[config.mk]
export PLATFORM = sky130hd
export DESIGN_NAME = power_up_boot_mode_loader
export DESIGN_NICKNAME = d
export VERILOG_FILES = /design/src/boot_loader_pkg.sv /design/src/boot_word_buffer.sv /design/src/power_up_boot_mode_loader.sv
export VERILOG_INCLUDE_DIRS = /design/src /design/src/src
export SDC_FILE = /design/constraint.sdc
export NUM_CORES = 1
export LEC_CHECK = 0
export ABC_AREA = 1
export ABC_CLOCK_PERIOD_IN_PS = 4150
export CAP_MARGIN = 10
export CORE_MARGIN = 4
export CORE_UTILIZATION = 69
export CTS_CLUSTER_DIAMETER = 120
export CTS_CLUSTER_SIZE = 16
export DETAILED_ROUTE_END_ITERATION = 10
export DONT_BUFFER_PORTS = 1
export PLACE_DENSITY = 0.84
export SKIP_LAST_GASP = 1
export SLEW_MARGIN = 25
export SYNTH_ARGS = -nofsm -noshare
export SYNTH_HDL_FRONTEND = slang
export SYNTH_HIERARCHICAL = 1
export SYNTH_SLANG_ARGS = --single-unit
[constraint.sdc]
create_clock -name mclk -period 4.15 [get_ports mclk]
set_input_delay 0.83 -clock mclk [delete_from_list [all_inputs] [get_ports mclk]]
set_output_delay 0.83 -clock mclk [all_outputs]
set_load 0.02 [all_outputs]
[src/boot_loader_defines.svh]
// Purpose: Constants of the power-up boot loader.
// Assumes: Included by bare name from the design files.
// Notes:   Wait-state and strap sync counts are in core clock cycles at 100 MHz; other counts are words, bytes or nibbles.
`ifndef BOOT_LOADER_DEFINES_SVH
`define BOOT_LOADER_DEFINES_SVH
`define BOOT_KERNEL_WORDS     9'h100
`define EPROM_BYTE_COUNT      12'h600
`define EPROM_EXT_BASE        24'h800000
`define BOOT_INT_BASE         24'h040000
`define BOOT_INT_LAST         24'h0400ff
`define BOOT_DONE_VECTOR      24'h040050
`define EPROM_WAIT_STATES     3'h7
`define WORD_NIBBLES          4'hc
`define DMA_CH_EXT_PORT       4'ha
`define DMA_CH_SPI            4'h8
`define DMA_CH_LINK           4'h4
`define LINK_BOOT_BUFFER      3'h4
`define STRAP_SYNC_CYCLES     2'h3
`endif

[src/boot_loader_pkg.sv]
// Purpose: Types shared by the boot loader modules.
// Assumes: Nothing beyond the defines header.
// Notes:   Enums carry no explicit codes.
package boot_loader_pkg;
   typedef enum logic [2:0] {BT_NONE, BT_EPROM, BT_HOST, BT_LINK, BT_SPI} boot_type_t;
   typedef enum logic [1:0] {ST_SAMPLE, ST_LOAD, ST_FLUSH, ST_RUN} loader_state_t;
endpackage

[src/boot_word_buffer.sv]
// Purpose: Two-entry valid/ready buffer between the packer and internal memory.
// Assumes: Single clock, asynchronous active-low reset.
// Notes:   Outputs come straight from flip-flops.
`timescale 1ns/10ps
module boot_word_buffer #(
   parameter int W = 72
) (
   input  wire logic         mclk,      // Core clock.
   input  wire logic         nrst,      // Asynchronous reset, active low.
   input  wire logic         in_valid,  // Word offered.
   output logic              in_ready,  // Room for a word.
   input  wire logic [W-1:0] in_data,   // Offered word.
   output logic              out_valid, // Head entry holds a word.
   input  wire logic         out_ready, // Sink takes the head.
   output logic [W-1:0]      out_data   // Head word.
);
   logic [W-1:0] head_q, tail_q;
   logic         vld_q, full_q, push, pop;

   assign push      = in_valid && !full_q;
   assign pop       = vld_q && out_ready;
   assign in_ready  = !full_q;
   assign out_valid = vld_q;
   assign out_data  = head_q;

   always_ff @(posedge mclk or negedge nrst) begin
      if (!nrst) begin
         vld_q  <= 1'b0;
         full_q <= 1'b0;
      end else begin
         vld_q  <= push || (vld_q && !(pop && !full_q));
         full_q <= push && !pop && vld_q || (full_q && !pop) || (full_q && push);
      end
   end

   always_ff @(posedge mclk or negedge nrst) begin
      if (!nrst) begin
         head_q <= '0;
         tail_q <= '0;
      end else begin
         if (pop) begin
            head_q <= full_q ? tail_q : in_data;
         end else if (push && !vld_q) begin
            head_q <= in_data;
         end
         if (push && (full_q || (vld_q && !pop))) begin
            tail_q <= in_data;
         end
      end
   end
endmodule

[src/power_up_boot_mode_loader.sv]
// Purpose: Selects the boot type from straps and loads the 256-word boot kernel.
// Assumes: Host, link and SPI ports hand over units on the core clock.
// Notes:   Strap and EPROM data pins are synchronised before use.
//
// Overview of operation
// - EPROM strap high, link low: EPROM boot
// - Both straps low, select high: host boot
// - EPROM low, link high, select high: link boot
// - EPROM low, link high, select low: SPI, channel 8
// - All low: no load, run external memory
// - Select pin is input unless EPROM mode
// - EPROM select three-statable, bus master only
// - EPROM boot reads 8-bit bytes
// - Host boot takes 8- or 16-bit units
// - Link boot takes nibbles into buffer 4
// - SPI bytes captured in receive register first
// - Channel set up for exactly 256 words
// - Load every reset; run after transfer
// - Words land at 0x40000 through 0x400ff
// - Pack units least significant first, 48 bits
// - Address from 0x800000, seven wait states
// - Counters zero: stop, interrupt, release, vector
`timescale 1ns/10ps
`include "boot_loader_defines.svh"
module power_up_boot_mode_loader
   import boot_loader_pkg::*;
#(
   parameter logic [23:0] NOBOOT_VECTOR = 24'h200000  // External start address in no-boot mode.
) (
   input  wire logic        mclk,                     // Core clock, 100 MHz.
   input  wire logic        nrst,                     // Chip reset, active low.
   input  wire logic        eprom_boot_strap,         // Strap pin.
   input  wire logic        link_boot_strap,          // Strap pin.
   input  wire logic        host_bus_16bit,           // Host width strap pin, high for 16 bits.
   input  wire logic        boot_memory_select_in,    // Select pin input level.
   output logic             boot_memory_select_out,   // Select pin drive, low selects EPROM.
   output logic             boot_memory_select_oe_n,  // Low while the pin is driven.
   input  wire logic        bus_master,               // This device owns the external bus.
   output logic [23:0]      ext_addr,                 // EPROM byte address.
   output logic             ext_rd_n,                 // EPROM read strobe, active low.
   input  wire logic [7:0]  ext_data,                 // EPROM data pins.
   input  wire logic        host_valid,               // Host unit offered.
   input  wire logic [15:0] host_data,                // Host unit.
   output logic             host_ready,               // Host unit taken when valid.
   input  wire logic        link_valid,               // Link nibble offered.
   input  wire logic [3:0]  link_nibble,              // Link nibble.
   output logic             link_ready,               // Link nibble taken when valid.
   output logic [2:0]       link_rx_buffer,           // Link buffer receiving boot data.
   input  wire logic        spi_rx_valid,             // SPI byte offered.
   input  wire logic [7:0]  spi_rx_byte,              // SPI byte.
   output logic             spi_rx_ready,             // SPI byte taken when valid.
   output logic             mem_wr_valid,             // Internal memory write.
   output logic [23:0]      mem_wr_addr,              // Internal word address.
   output logic [47:0]      mem_wr_data,              // Instruction word.
   input  wire logic        mem_wr_ready,             // Memory accepts the write.
   output boot_type_t       boot_type,                // Decoded boot type.
   output logic [3:0]       dma_channel,              // Channel carrying the load.
   output logic             boot_dma_done_interrupt,  // One-cycle completion pulse.
   output logic             core_start,               // Core may fetch, level.
   output logic [23:0]      core_start_vector         // First fetch address.
);
   // ****************************************************************
   // Pin synchronisers and strap sampling
   // ****************************************************************
   logic [11:0]   pin_s1_q, pin_s2_q;
   logic [1:0]    samp_cnt_q;
   loader_state_t state_q;
   boot_type_t    type_q;
   logic          wide_q;

   always_ff @(posedge mclk or negedge nrst) begin
      if (!nrst) begin
         pin_s1_q <= '0;
         pin_s2_q <= '0;
      end else begin
         pin_s1_q <= {host_bus_16bit, boot_memory_select_in, link_boot_strap, eprom_boot_strap, ext_data};
         pin_s2_q <= pin_s1_q;
      end
   end

   function automatic boot_type_t decode_straps(input logic eb, input logic lb, input logic sel);
      if (eb) begin
         decode_straps = lb ? BT_NONE : BT_EPROM;
      end else if (sel) begin
         decode_straps = lb ? BT_LINK : BT_HOST;
      end else begin
         decode_straps = lb ? BT_SPI : BT_NONE;
      end
   endfunction

   // Nibbles per unit for each source width.
   function automatic logic [3:0] unit_nibbles(input boot_type_t t, input logic wide);
      case (t)
         BT_LINK: unit_nibbles = 4'h1;
         BT_HOST: unit_nibbles = wide ? 4'h4 : 4'h2;
         default: unit_nibbles = 4'h2;
      endcase
   endfunction

   // Waiting for the synchroniser to fill keeps stale reset levels out of the decode.
   always_ff @(posedge mclk or negedge nrst) begin
      if (!nrst) begin
         samp_cnt_q <= '0;
         type_q     <= BT_NONE;
         wide_q     <= 1'b0;
      end else if (state_q == ST_SAMPLE) begin
         samp_cnt_q <= samp_cnt_q + 2'h1;
         if (samp_cnt_q == `STRAP_SYNC_CYCLES - 2'h1) begin
            type_q <= decode_straps(pin_s2_q[8], pin_s2_q[9], pin_s2_q[10]);
            wide_q <= pin_s2_q[11];
         end
      end
   end

   // ****************************************************************
   // Unit sources and packing
   // ****************************************************************
   logic        pend_q, spi_full_q, rd_active_q, take, push, buf_ready, more;
   logic [2:0]  rd_cnt_q;
   logic [7:0]  spi_receive_data_q;
   logic [3:0]  pos_q, step;
   logic [15:0] unit;
   logic [47:0] acc_q;
   logic [8:0]  words_q;
   logic [11:0] ext_cnt_q;
   logic [23:0] int_addr_q, ext_addr_q;
   logic        rd_last, pend_d;

   assign step    = unit_nibbles(type_q, wide_q);
   assign rd_last = rd_active_q && rd_cnt_q == `EPROM_WAIT_STATES;
   assign push    = pend_q && buf_ready;
   assign more    = words_q != 9'h0 && !(push && words_q == 9'h1);

   always_comb begin
      take = 1'b0;
      unit = '0;
      if (state_q == ST_LOAD && !pend_q) begin
         case (type_q)
            BT_EPROM: begin
               take = rd_last;
               unit = {8'h0, pin_s2_q[7:0]};
            end
            BT_HOST: begin
               take = host_valid && host_ready;
               unit = wide_q ? host_data : {8'h0, host_data[7:0]};
            end
            BT_LINK: begin
               take = link_valid && link_ready;
               unit = {12'h0, link_nibble};
            end
            BT_SPI: begin
               take = spi_full_q;
               unit = {8'h0, spi_receive_data_q};
            end
            default: begin
               take = 1'b0;
            end
         endcase
      end
   end

   assign pend_d = (pend_q && !push) || (take && pos_q + step == `WORD_NIBBLES);

   genvar g;
   generate
      for (g = 0; g < 12; g++) begin : g_lane
         always_ff @(posedge mclk or negedge nrst) begin
            if (!nrst) begin
               acc_q[g*4 +: 4] <= 4'h0;
            end else if (take && g >= pos_q && g < pos_q + step) begin
               acc_q[g*4 +: 4] <= unit[(4'(g) - pos_q)*4 +: 4];
            end
         end
      end
   endgenerate

   always_ff @(posedge mclk or negedge nrst) begin
      if (!nrst) begin
         pos_q  <= '0;
         pend_q <= 1'b0;
      end else begin
         pend_q <= pend_d;
         if (take) begin
            pos_q <= (pos_q + step == `WORD_NIBBLES) ? 4'h0 : pos_q + step;
         end
      end
   end

   // Ready outputs are registered, so the next cycle's hold-off is decided here.
   always_ff @(posedge mclk or negedge nrst) begin
      if (!nrst) begin
         host_ready   <= 1'b0;
         link_ready   <= 1'b0;
         spi_rx_ready <= 1'b0;
      end else begin
         host_ready   <= state_q == ST_LOAD && type_q == BT_HOST && !pend_d && more;
         link_ready   <= state_q == ST_LOAD && type_q == BT_LINK && !pend_d && more;
         spi_rx_ready <= state_q == ST_LOAD && type_q == BT_SPI && !pend_d && more && !(spi_full_q && !take)
                         && !(spi_rx_valid && spi_rx_ready);
      end
   end

   always_ff @(posedge mclk or negedge nrst) begin
      if (!nrst) begin
         spi_full_q         <= 1'b0;
         spi_receive_data_q <= '0;
      end else if (spi_rx_valid && spi_rx_ready) begin
         spi_full_q         <= 1'b1;
         spi_receive_data_q <= spi_rx_byte;
      end else if (take) begin
         spi_full_q <= 1'b0;
      end
   end

   // ****************************************************************
   // EPROM strobe sequencer
   // ****************************************************************
   always_ff @(posedge mclk or negedge nrst) begin
      if (!nrst) begin
         rd_active_q <= 1'b0;
         rd_cnt_q    <= '0;
         ext_addr_q  <= `EPROM_EXT_BASE;
      end else if (rd_active_q) begin
         if (rd_last && !pend_q) begin
            rd_active_q <= 1'b0;
            rd_cnt_q    <= '0;
            ext_addr_q  <= ext_addr_q + 24'h1;
         end else if (!rd_last) begin
            rd_cnt_q <= rd_cnt_q + 3'h1;
         end
      end else if (state_q == ST_LOAD && type_q == BT_EPROM && ext_cnt_q != 12'h0 && !pend_d
                   && bus_master) begin
         rd_active_q <= 1'b1;
      end
   end

   // ****************************************************************
   // Transfer counters, sequencing and completion
   // ****************************************************************
   always_ff @(posedge mclk or negedge nrst) begin
      if (!nrst) begin
         state_q    <= ST_SAMPLE;
         words_q    <= '0;
         ext_cnt_q  <= '0;
         int_addr_q <= `BOOT_INT_BASE;
      end else begin
         case (state_q)
            ST_SAMPLE: begin
               if (samp_cnt_q == `STRAP_SYNC_CYCLES) begin
                  state_q   <= (type_q == BT_NONE) ? ST_RUN : ST_LOAD;
                  words_q   <= `BOOT_KERNEL_WORDS;
                  ext_cnt_q <= (type_q == BT_EPROM) ? `EPROM_BYTE_COUNT : 12'h0;
               end
            end
            ST_LOAD: begin
               if (take && type_q == BT_EPROM) begin
                  ext_cnt_q <= ext_cnt_q - 12'h1;
               end
               if (push) begin
                  words_q    <= words_q - 9'h1;
                  int_addr_q <= int_addr_q + 24'h1;
               end
               if (words_q == 9'h0 && ext_cnt_q == 12'h0) begin
                  state_q <= ST_FLUSH;
               end
            end
            ST_FLUSH: begin
               if (!mem_wr_valid) begin
                  state_q <= ST_RUN;
               end
            end
            ST_RUN: begin
               state_q <= ST_RUN;
            end
            default: begin
               state_q <= ST_SAMPLE;
            end
         endcase
      end
   end

   boot_word_buffer #(.W(72)) u_buf (
      .mclk      (mclk),
      .nrst      (nrst),
      .in_valid  (pend_q),
      .in_ready  (buf_ready),
      .in_data   ({int_addr_q, acc_q}),
      .out_valid (mem_wr_valid),
      .out_ready (mem_wr_ready),
      .out_data  ({mem_wr_addr, mem_wr_data})
   );

   // Outputs toward the core and pins.
   always_ff @(posedge mclk or negedge nrst) begin
      if (!nrst) begin
         boot_memory_select_out  <= 1'b1;
         boot_memory_select_oe_n <= 1'b1;
         boot_dma_done_interrupt <= 1'b0;
         core_start              <= 1'b0;
         core_start_vector       <= '0;
         dma_channel             <= '0;
         link_rx_buffer          <= '0;
         boot_type               <= BT_NONE;
      end else begin
         boot_type               <= type_q;
         boot_memory_select_out  <= !(state_q == ST_LOAD && type_q == BT_EPROM);
         boot_memory_select_oe_n <= !(state_q == ST_LOAD && type_q == BT_EPROM && bus_master);
         boot_dma_done_interrupt <= state_q == ST_FLUSH && !mem_wr_valid;
         if (state_q == ST_RUN) begin
            core_start        <= 1'b1;
            core_start_vector <= (type_q == BT_NONE) ? NOBOOT_VECTOR : `BOOT_DONE_VECTOR;
         end
         case (type_q)
            BT_SPI:  dma_channel <= `DMA_CH_SPI;
            BT_LINK: dma_channel <= `DMA_CH_LINK;
            BT_NONE: dma_channel <= 4'h0;
            default: dma_channel <= `DMA_CH_EXT_PORT;
         endcase
         link_rx_buffer <= (type_q == BT_LINK) ? `LINK_BOOT_BUFFER : 3'h0;
      end
   end

   assign ext_addr = ext_addr_q;
   assign ext_rd_n = !rd_active_q;
endmodule

After elaboration in Yosys (flattened, before gate mapping)
Index checks and enable logic that the tools add are counted.
- register bits: 354
- logic and storage cells: 255
- $add $sub $neg: 20
- reduce and logical (&&, ||, !) cells: 100
- shifts and indexed selects: 12
- equal/unequal tests: 18
- order comparisons: 24
- multiplexer cells: 38
- operators with widths (kind ; count):
    $shiftx A16 B33 Y4 ; 12
    $mux W72 ; 3
    $lt A3 B32 Y1 const A ; 4
    $lt A4 B32 Y1 const A ; 3
    $logic_and A1 B1 Y1 ; 65
    $lt A1 B32 Y1 const A ; 2
    $lt A2 B32 Y1 const A ; 2
    $pmux W16 S4 ; 1
    $add A24 B1 Y24 const B ; 2
    $mux W16 ; 2
    $mux W12 ; 2
    $pmux W12 S2 ; 1
    $mux W22 ; 1
    $mux W3 ; 7
    $sub A3 B4 Y5 const A ; 4
    $sub A4 B4 Y5 const A ; 4
    $mux W9 ; 2
    $pmux W9 S2 ; 1
    $ge A3 B4 Y1 const A ; 4
    $ge A4 B4 Y1 const A ; 4
    $logic_not A1 Y1 ; 14
    $logic_not A12 Y1 ; 1
    $pmux W4 S3 ; 1
    $reduce_bool A12 Y1 ; 1
    35 further kinds ; 69

Depth between registers and ports, before layout
- depth in word-level cells: 11
- gate-level depth with buffers: 17
- depth with buffers taken out: 16

By module
Netlist, hierarchy kept.
- modules (own cells, without submodules) (module ; area an instance (um^2) ; cells an instance ; sequential area each (um^2) ; instances):
    power_up_boot_mode_loader ; 9671.8 ; 1199 ; 4584.4 ; 1
    boot_word_buffer ; 7020.5 ; 876 ; 3653.5 ; 1

Worst setup path before layout
OpenSTA, ideal clock, no wires.
- path kind: register -> register
- start point: register type_q[1]
- end point: register acc_q[20]
- arrival: 2.395 ns
- cell stages (with the launch flop): 17
- slack: 1.637 ns
- buffers on the path: 1
- period minus slack after synthesis: 2.513 ns
- required time: 4.033 ns
- cell sequence: dfrtp_1 buf_4 inv_1 nor2_4 nand2_1 nor2_1 ha_1 a21oi_1 nand2_1 nand2_1 nand2_1 nand2_1 nor2_1 nor2_1 inv_2 nand2_1 nand2_1
- word-level cells in the longest chain between the ends: 5
- elaborated cells between the ends (all ways): 14
- classes of those cells: add/sub: 1; order compare: 1; eq/ne: 4; shift: 1; mux: 5; reduce/logical: 2
- ends and longest elaborated chain (element ; RTL line ; RTL):
    start, declared ; power_up_boot_mode_loader.sv:68 ; boot_type_t type_q;
    start signal, assigned ; power_up_boot_mode_loader.sv:109 ; type_q <= decode_straps(pin_s2_q[8], pin_s2_q[9], pin_s2_q[10]);
    $eq A3 B2 Y1, or another cell as far along ; power_up_boot_mode_loader.sv:93, power_up_boot_mode_loader.sv:138 ;
    $pmux W3 S2 / $pmux W1 S4 (equally long branches) ; power_up_boot_mode_loader.sv:93, power_up_boot_mode_loader.sv:138 ;
    $add A4 B4 Y5 / $mux W1 (equally long branches) ; power_up_boot_mode_loader.sv:170, power_up_boot_mode_loader.sv:137 ;
    $lt A3 B32 Y1 / $logic_and A1 B1 Y1 (equally long branches) ; power_up_boot_mode_loader.sv:170 ; end else if (take && g >= pos_q && g < pos_q + step) begin
    $logic_and A1 B1 Y1 ; power_up_boot_mode_loader.sv:170 ;
    end signal, assigned by index ; power_up_boot_mode_loader.sv:171 ; acc_q[g*4 +: 4] <= unit[(4'(g) - pos_q)*4 +: 4];
    end, declared ; power_up_boot_mode_loader.sv:123 ; logic [47:0] acc_q;
Several ways; a longest one is shown, not always the timed one.
A chain may end at the register's enable or synchronous reset.

Worst setup path in the final report
- start point: register type_q[0]
- end point: register acc_q[25]
Same word-level chain as after synthesis.

==> impl_metrics.toml <==
[sta]
maxSlewHeadroom_pct = 31.7
skew_ns = 0.0279
fmax_mhz = 294
hold-worst-slack_ns = 0.0125
slew_violations = 0
fin_ws_ns = 0.749
rsz0062_at_grt = "no"
tns_ns = 0
finalHoldViolCount = 0
setup_viol = 0
period_share_pct = 82.0
fin_crit_ns = 3.40
tightest_slew_ns = 1.03

[placement]
io_buffers = 0
place_hpwl_mm = 26.0
placed_cell_area_um2 = 16600
dp_worst_setup_slack_ns = 0.811
gp_congestion = 0.957

[yosys]
synthDistinctLibCells = 49
yosys_warnings = 6
synth_top_area_share_pct = 48.7
yosysMostFrequentCell = "nand2_1"
yosysSeqAreaShare_pct = 49.4
ys_ff_latch = 329
synth-main-ff-cell = "dfrtp_1"
netlist_top_cells_area = "dfrtp_1 (49%), nand2_1 (14%), nand3_1 (8.0%)"
synth_edf_count = 0
synth_common_cells = "nand2_1 (611), dfrtp_1 (325), nand3_1 (268), inv_1 (240), nor2_1 (94)"
yosys.area.top_type = "dfrtp_1"
syn_inst = 2075
syn_area_um2 = 16700
avgSynthCellArea_um2 = 8.04
synth_async_sr_flop_share_pct = 100

[power_and_ir_drop]
p_per_area_nw_per_um2 = 508
p_clk_share_pct = 25.0
peakVddDrop_mv = 0.464
power_uw = 8820
internal_power_uw = 5470
sw_frac_of_total_pct = 38.0
share_comb_of_total_power_pct = 28.4
p_leak_uw = 0.00883
power.switching_uw = 3350
seqPwrFrac_pct = 46.7

[clock_network]
htreeDepth = 1
clock-sinks = 329
clockRootBuffer = "clkbuf_16"
cts_buffers = 24
cts.clk_slew.worst_paths_ns = 0.07
cts_tree = "built"
clk_latency_ns = 0.54
cts_buffer_depth = 3

[floorplan]
die_y_um = 164
rows = 56
io_pins = 186
dieArea_um2 = 26700
coreArea_um2 = 23600
die_w_um = 164
initial_utilization_pct = 70.7

[finish]
drive_gt1_share_pct = 4.96
nets = 2095
finish.instance_area_um2 = 17300
area_growth_syn_to_layout_pct = 3.94
diodes = 0
nFillCells = 1821

[global_route]
first_global_vias = 12800
antenna_found_initial = 1
gr-usage-all-layers_pct = 29.2
grt_max_degree = 330
grt_remaining_overflow = 0
grt_pass1_wl_mm = 64.3

[route]
finalWirelength_mm = 39.5
vias = 13600
drcViolationCount = 0
dr.pass1.iters = 6
vias_per_cell = 5.78
wl_per_cell_um = 16.8
ant_nets = 0
drt-initial-drc-count = 1449

[setup_path]
r2r-end = "acc_q[25]$_DFFE_PN0P_"
timing.rr.start = "type_q[0]$_DFFE_PN0P_"
worstPathRequired_ns = 4.56
crit_fanout = 19
end_kind = "register"
path_class = "register to register"
start_kind = "register"
worstPathArrival_ns = 3.82
crit_path_start = "type_q[0]$_DFFE_PN0P_"
timing.reg2reg.setup_slack_ns = 0.75
rr_worst_depth = 15
setup.worst_path.end = "acc_q[25]$_DFFE_PN0P_"

[status]
status = "finished, final reports clean"

[run]
maxCapViolCount = 0

[hold_path]
hp-class = "input port to asynchronous set/reset pin"
-- through the flow --
step / std cells / utilization (%)
after detailed placement: 2308 / 70.3
after global routing: 2354 / 73.5
final: 2354 / 73.5
after floorplan: 2097 / -
after global placement: 2308 / 70.3
after CTS: 2350 / 73.2
-- placed cells by master, fill, tap and decap left out, types with 2 or more instances in the layout --
cell and instances:
inv_1 240, nand3_4 2, xor2_1 39, nand3_1 268, dfstp_2 4, conb_1 23
nand3b_1 7, o21ai_2 3, nor2_4 5, o31ai_1 3, nand4_1 90, clkbuf_16 25
inv_2 10, dfrtp_2 2, nor3_1 24, mux2_2 8, a21oi_1 18, nor2_2 10
clkbuf_1 16, dlygate4sd3_1 3, nand2_4 2, nand2_1 611, a32o_1 2, or2_2 7
o21ai_0 65, nor2_1 94, nand3_2 7, ha_1 28, xnor2_1 16, o22ai_1 3
and3_1 2, dfrtp_1 323, o21ai_1 48, buf_4 9
-- layout make-up --
type                            count  area, um2  area share (%)
Clock buffer                       41        686            3.95
Timing Repair Buffer               14        145           0.837
Clock inverter                      1       8.76          0.0505
Inverter                          251        942            5.43
Multi-Input combinational cell   1399       6930            39.9
Sequential cell                   329       8240            47.5
Tap cell                          319        399            2.30
-- how the worst min path moves through the flow --
| stage | endpoint | slack [ns] | cells past startpoint |
|---|---|---|---|
| floorplan | pin_s2_q[0]$_DFF_PN0_ | 0.33 | 0 |
| global placement | pin_s2_q[10]$_DFF_PN0_ | 0.33 | 0 |
| detailed placement | pin_s2_q[10]$_DFF_PN0_ | 0.33 | 0 |
| CTS | acc_q[35]$_DFFE_PN0P_ | -0.02 | 0 |
| global route | u_buf/tail_q[63]$_DFFE_PN0P_ | -0.007 | 0 |
| finish | u_buf/tail_q[63]$_DFFE_PN0P_ | 0.01 | 0 |
-- power by group through the flow --
stage / combinational, uW / sequential [uW] / clock [uW]
after floorplan: 2050 / 3980 / 0
after global placement: 2370 / 4150 / 0
after detailed placement: 2420 / 4170 / 0
after CTS: 2430 / 4110 / 2250
after global routing: 2830 / 4170 / 2380
final: 2500 / 4120 / 2200
-- kinds of logic (layout without fill, tap and decap cells) --
| logic type | Yosys count | in the layout | share of synthesized area [%] |
|---|---|---|---|
| compound gates | 150 | 150 | 4.85 |
| xor+xnor | 55 | 55 | 2.89 |
| fa+ha+maj | 29 | 29 | 2.22 |
| buf+inv | 369 | 307 | 9.68 |
| flops | 329 | 329 | 49.4 |
| mux | 8 | 8 | 0.540 |
| other cells | 1 | 23 | 0.0225 |
| simple gates | 1134 | 1134 | 30.4 |
-- repair_timing --
| action | in CTS | in global routing |
|---|---|---|
| resized for setup | 0 | 0 |
| endpoints found under the setup margin | 0 | 0 |
| endpoints found under the hold margin | 220 | 12 |
| setup buffers | 0 | 0 |
-- critical path: stages, from the launching register on --
cell and delay (ns):
dfrtp_1 0.73, inv_1 0.25, nand2_1 0.29, nor2_1 0.12, nor2_1 0.21, ha_1 0.28, nand3_1 0.09, nand2_1 0.09
nand2_1 0.10, nand2_1 0.15, nand2_1 0.31, nor2_1 0.07, nor2_1 0.35, inv_2 0.11, nand2_1 0.09, nand2_1 0.06
-- flip-flops by register name (all words and copies together) (netlist names), 12 cells and up --
signal          flops
u_buf/out_data     72
u_buf/tail_q       72
acc_q              48
ext_addr           24
int_addr_q         24
ext_cnt_q          12
pin_s1_q           12
pin_s2_q           12
-- metal layers --
layer / up-vias / wire (um) / global-route usage, %
met5: - / 13 / 0
met4: 2 / 985 / 7.78
met3: 68 / 2960 / 5.05
met2: 528 / 18800 / 46.6
met1: 6494 / 16700 / 42.1
li1: 6503 / - / -
Power figures use the tool's default switching activity.
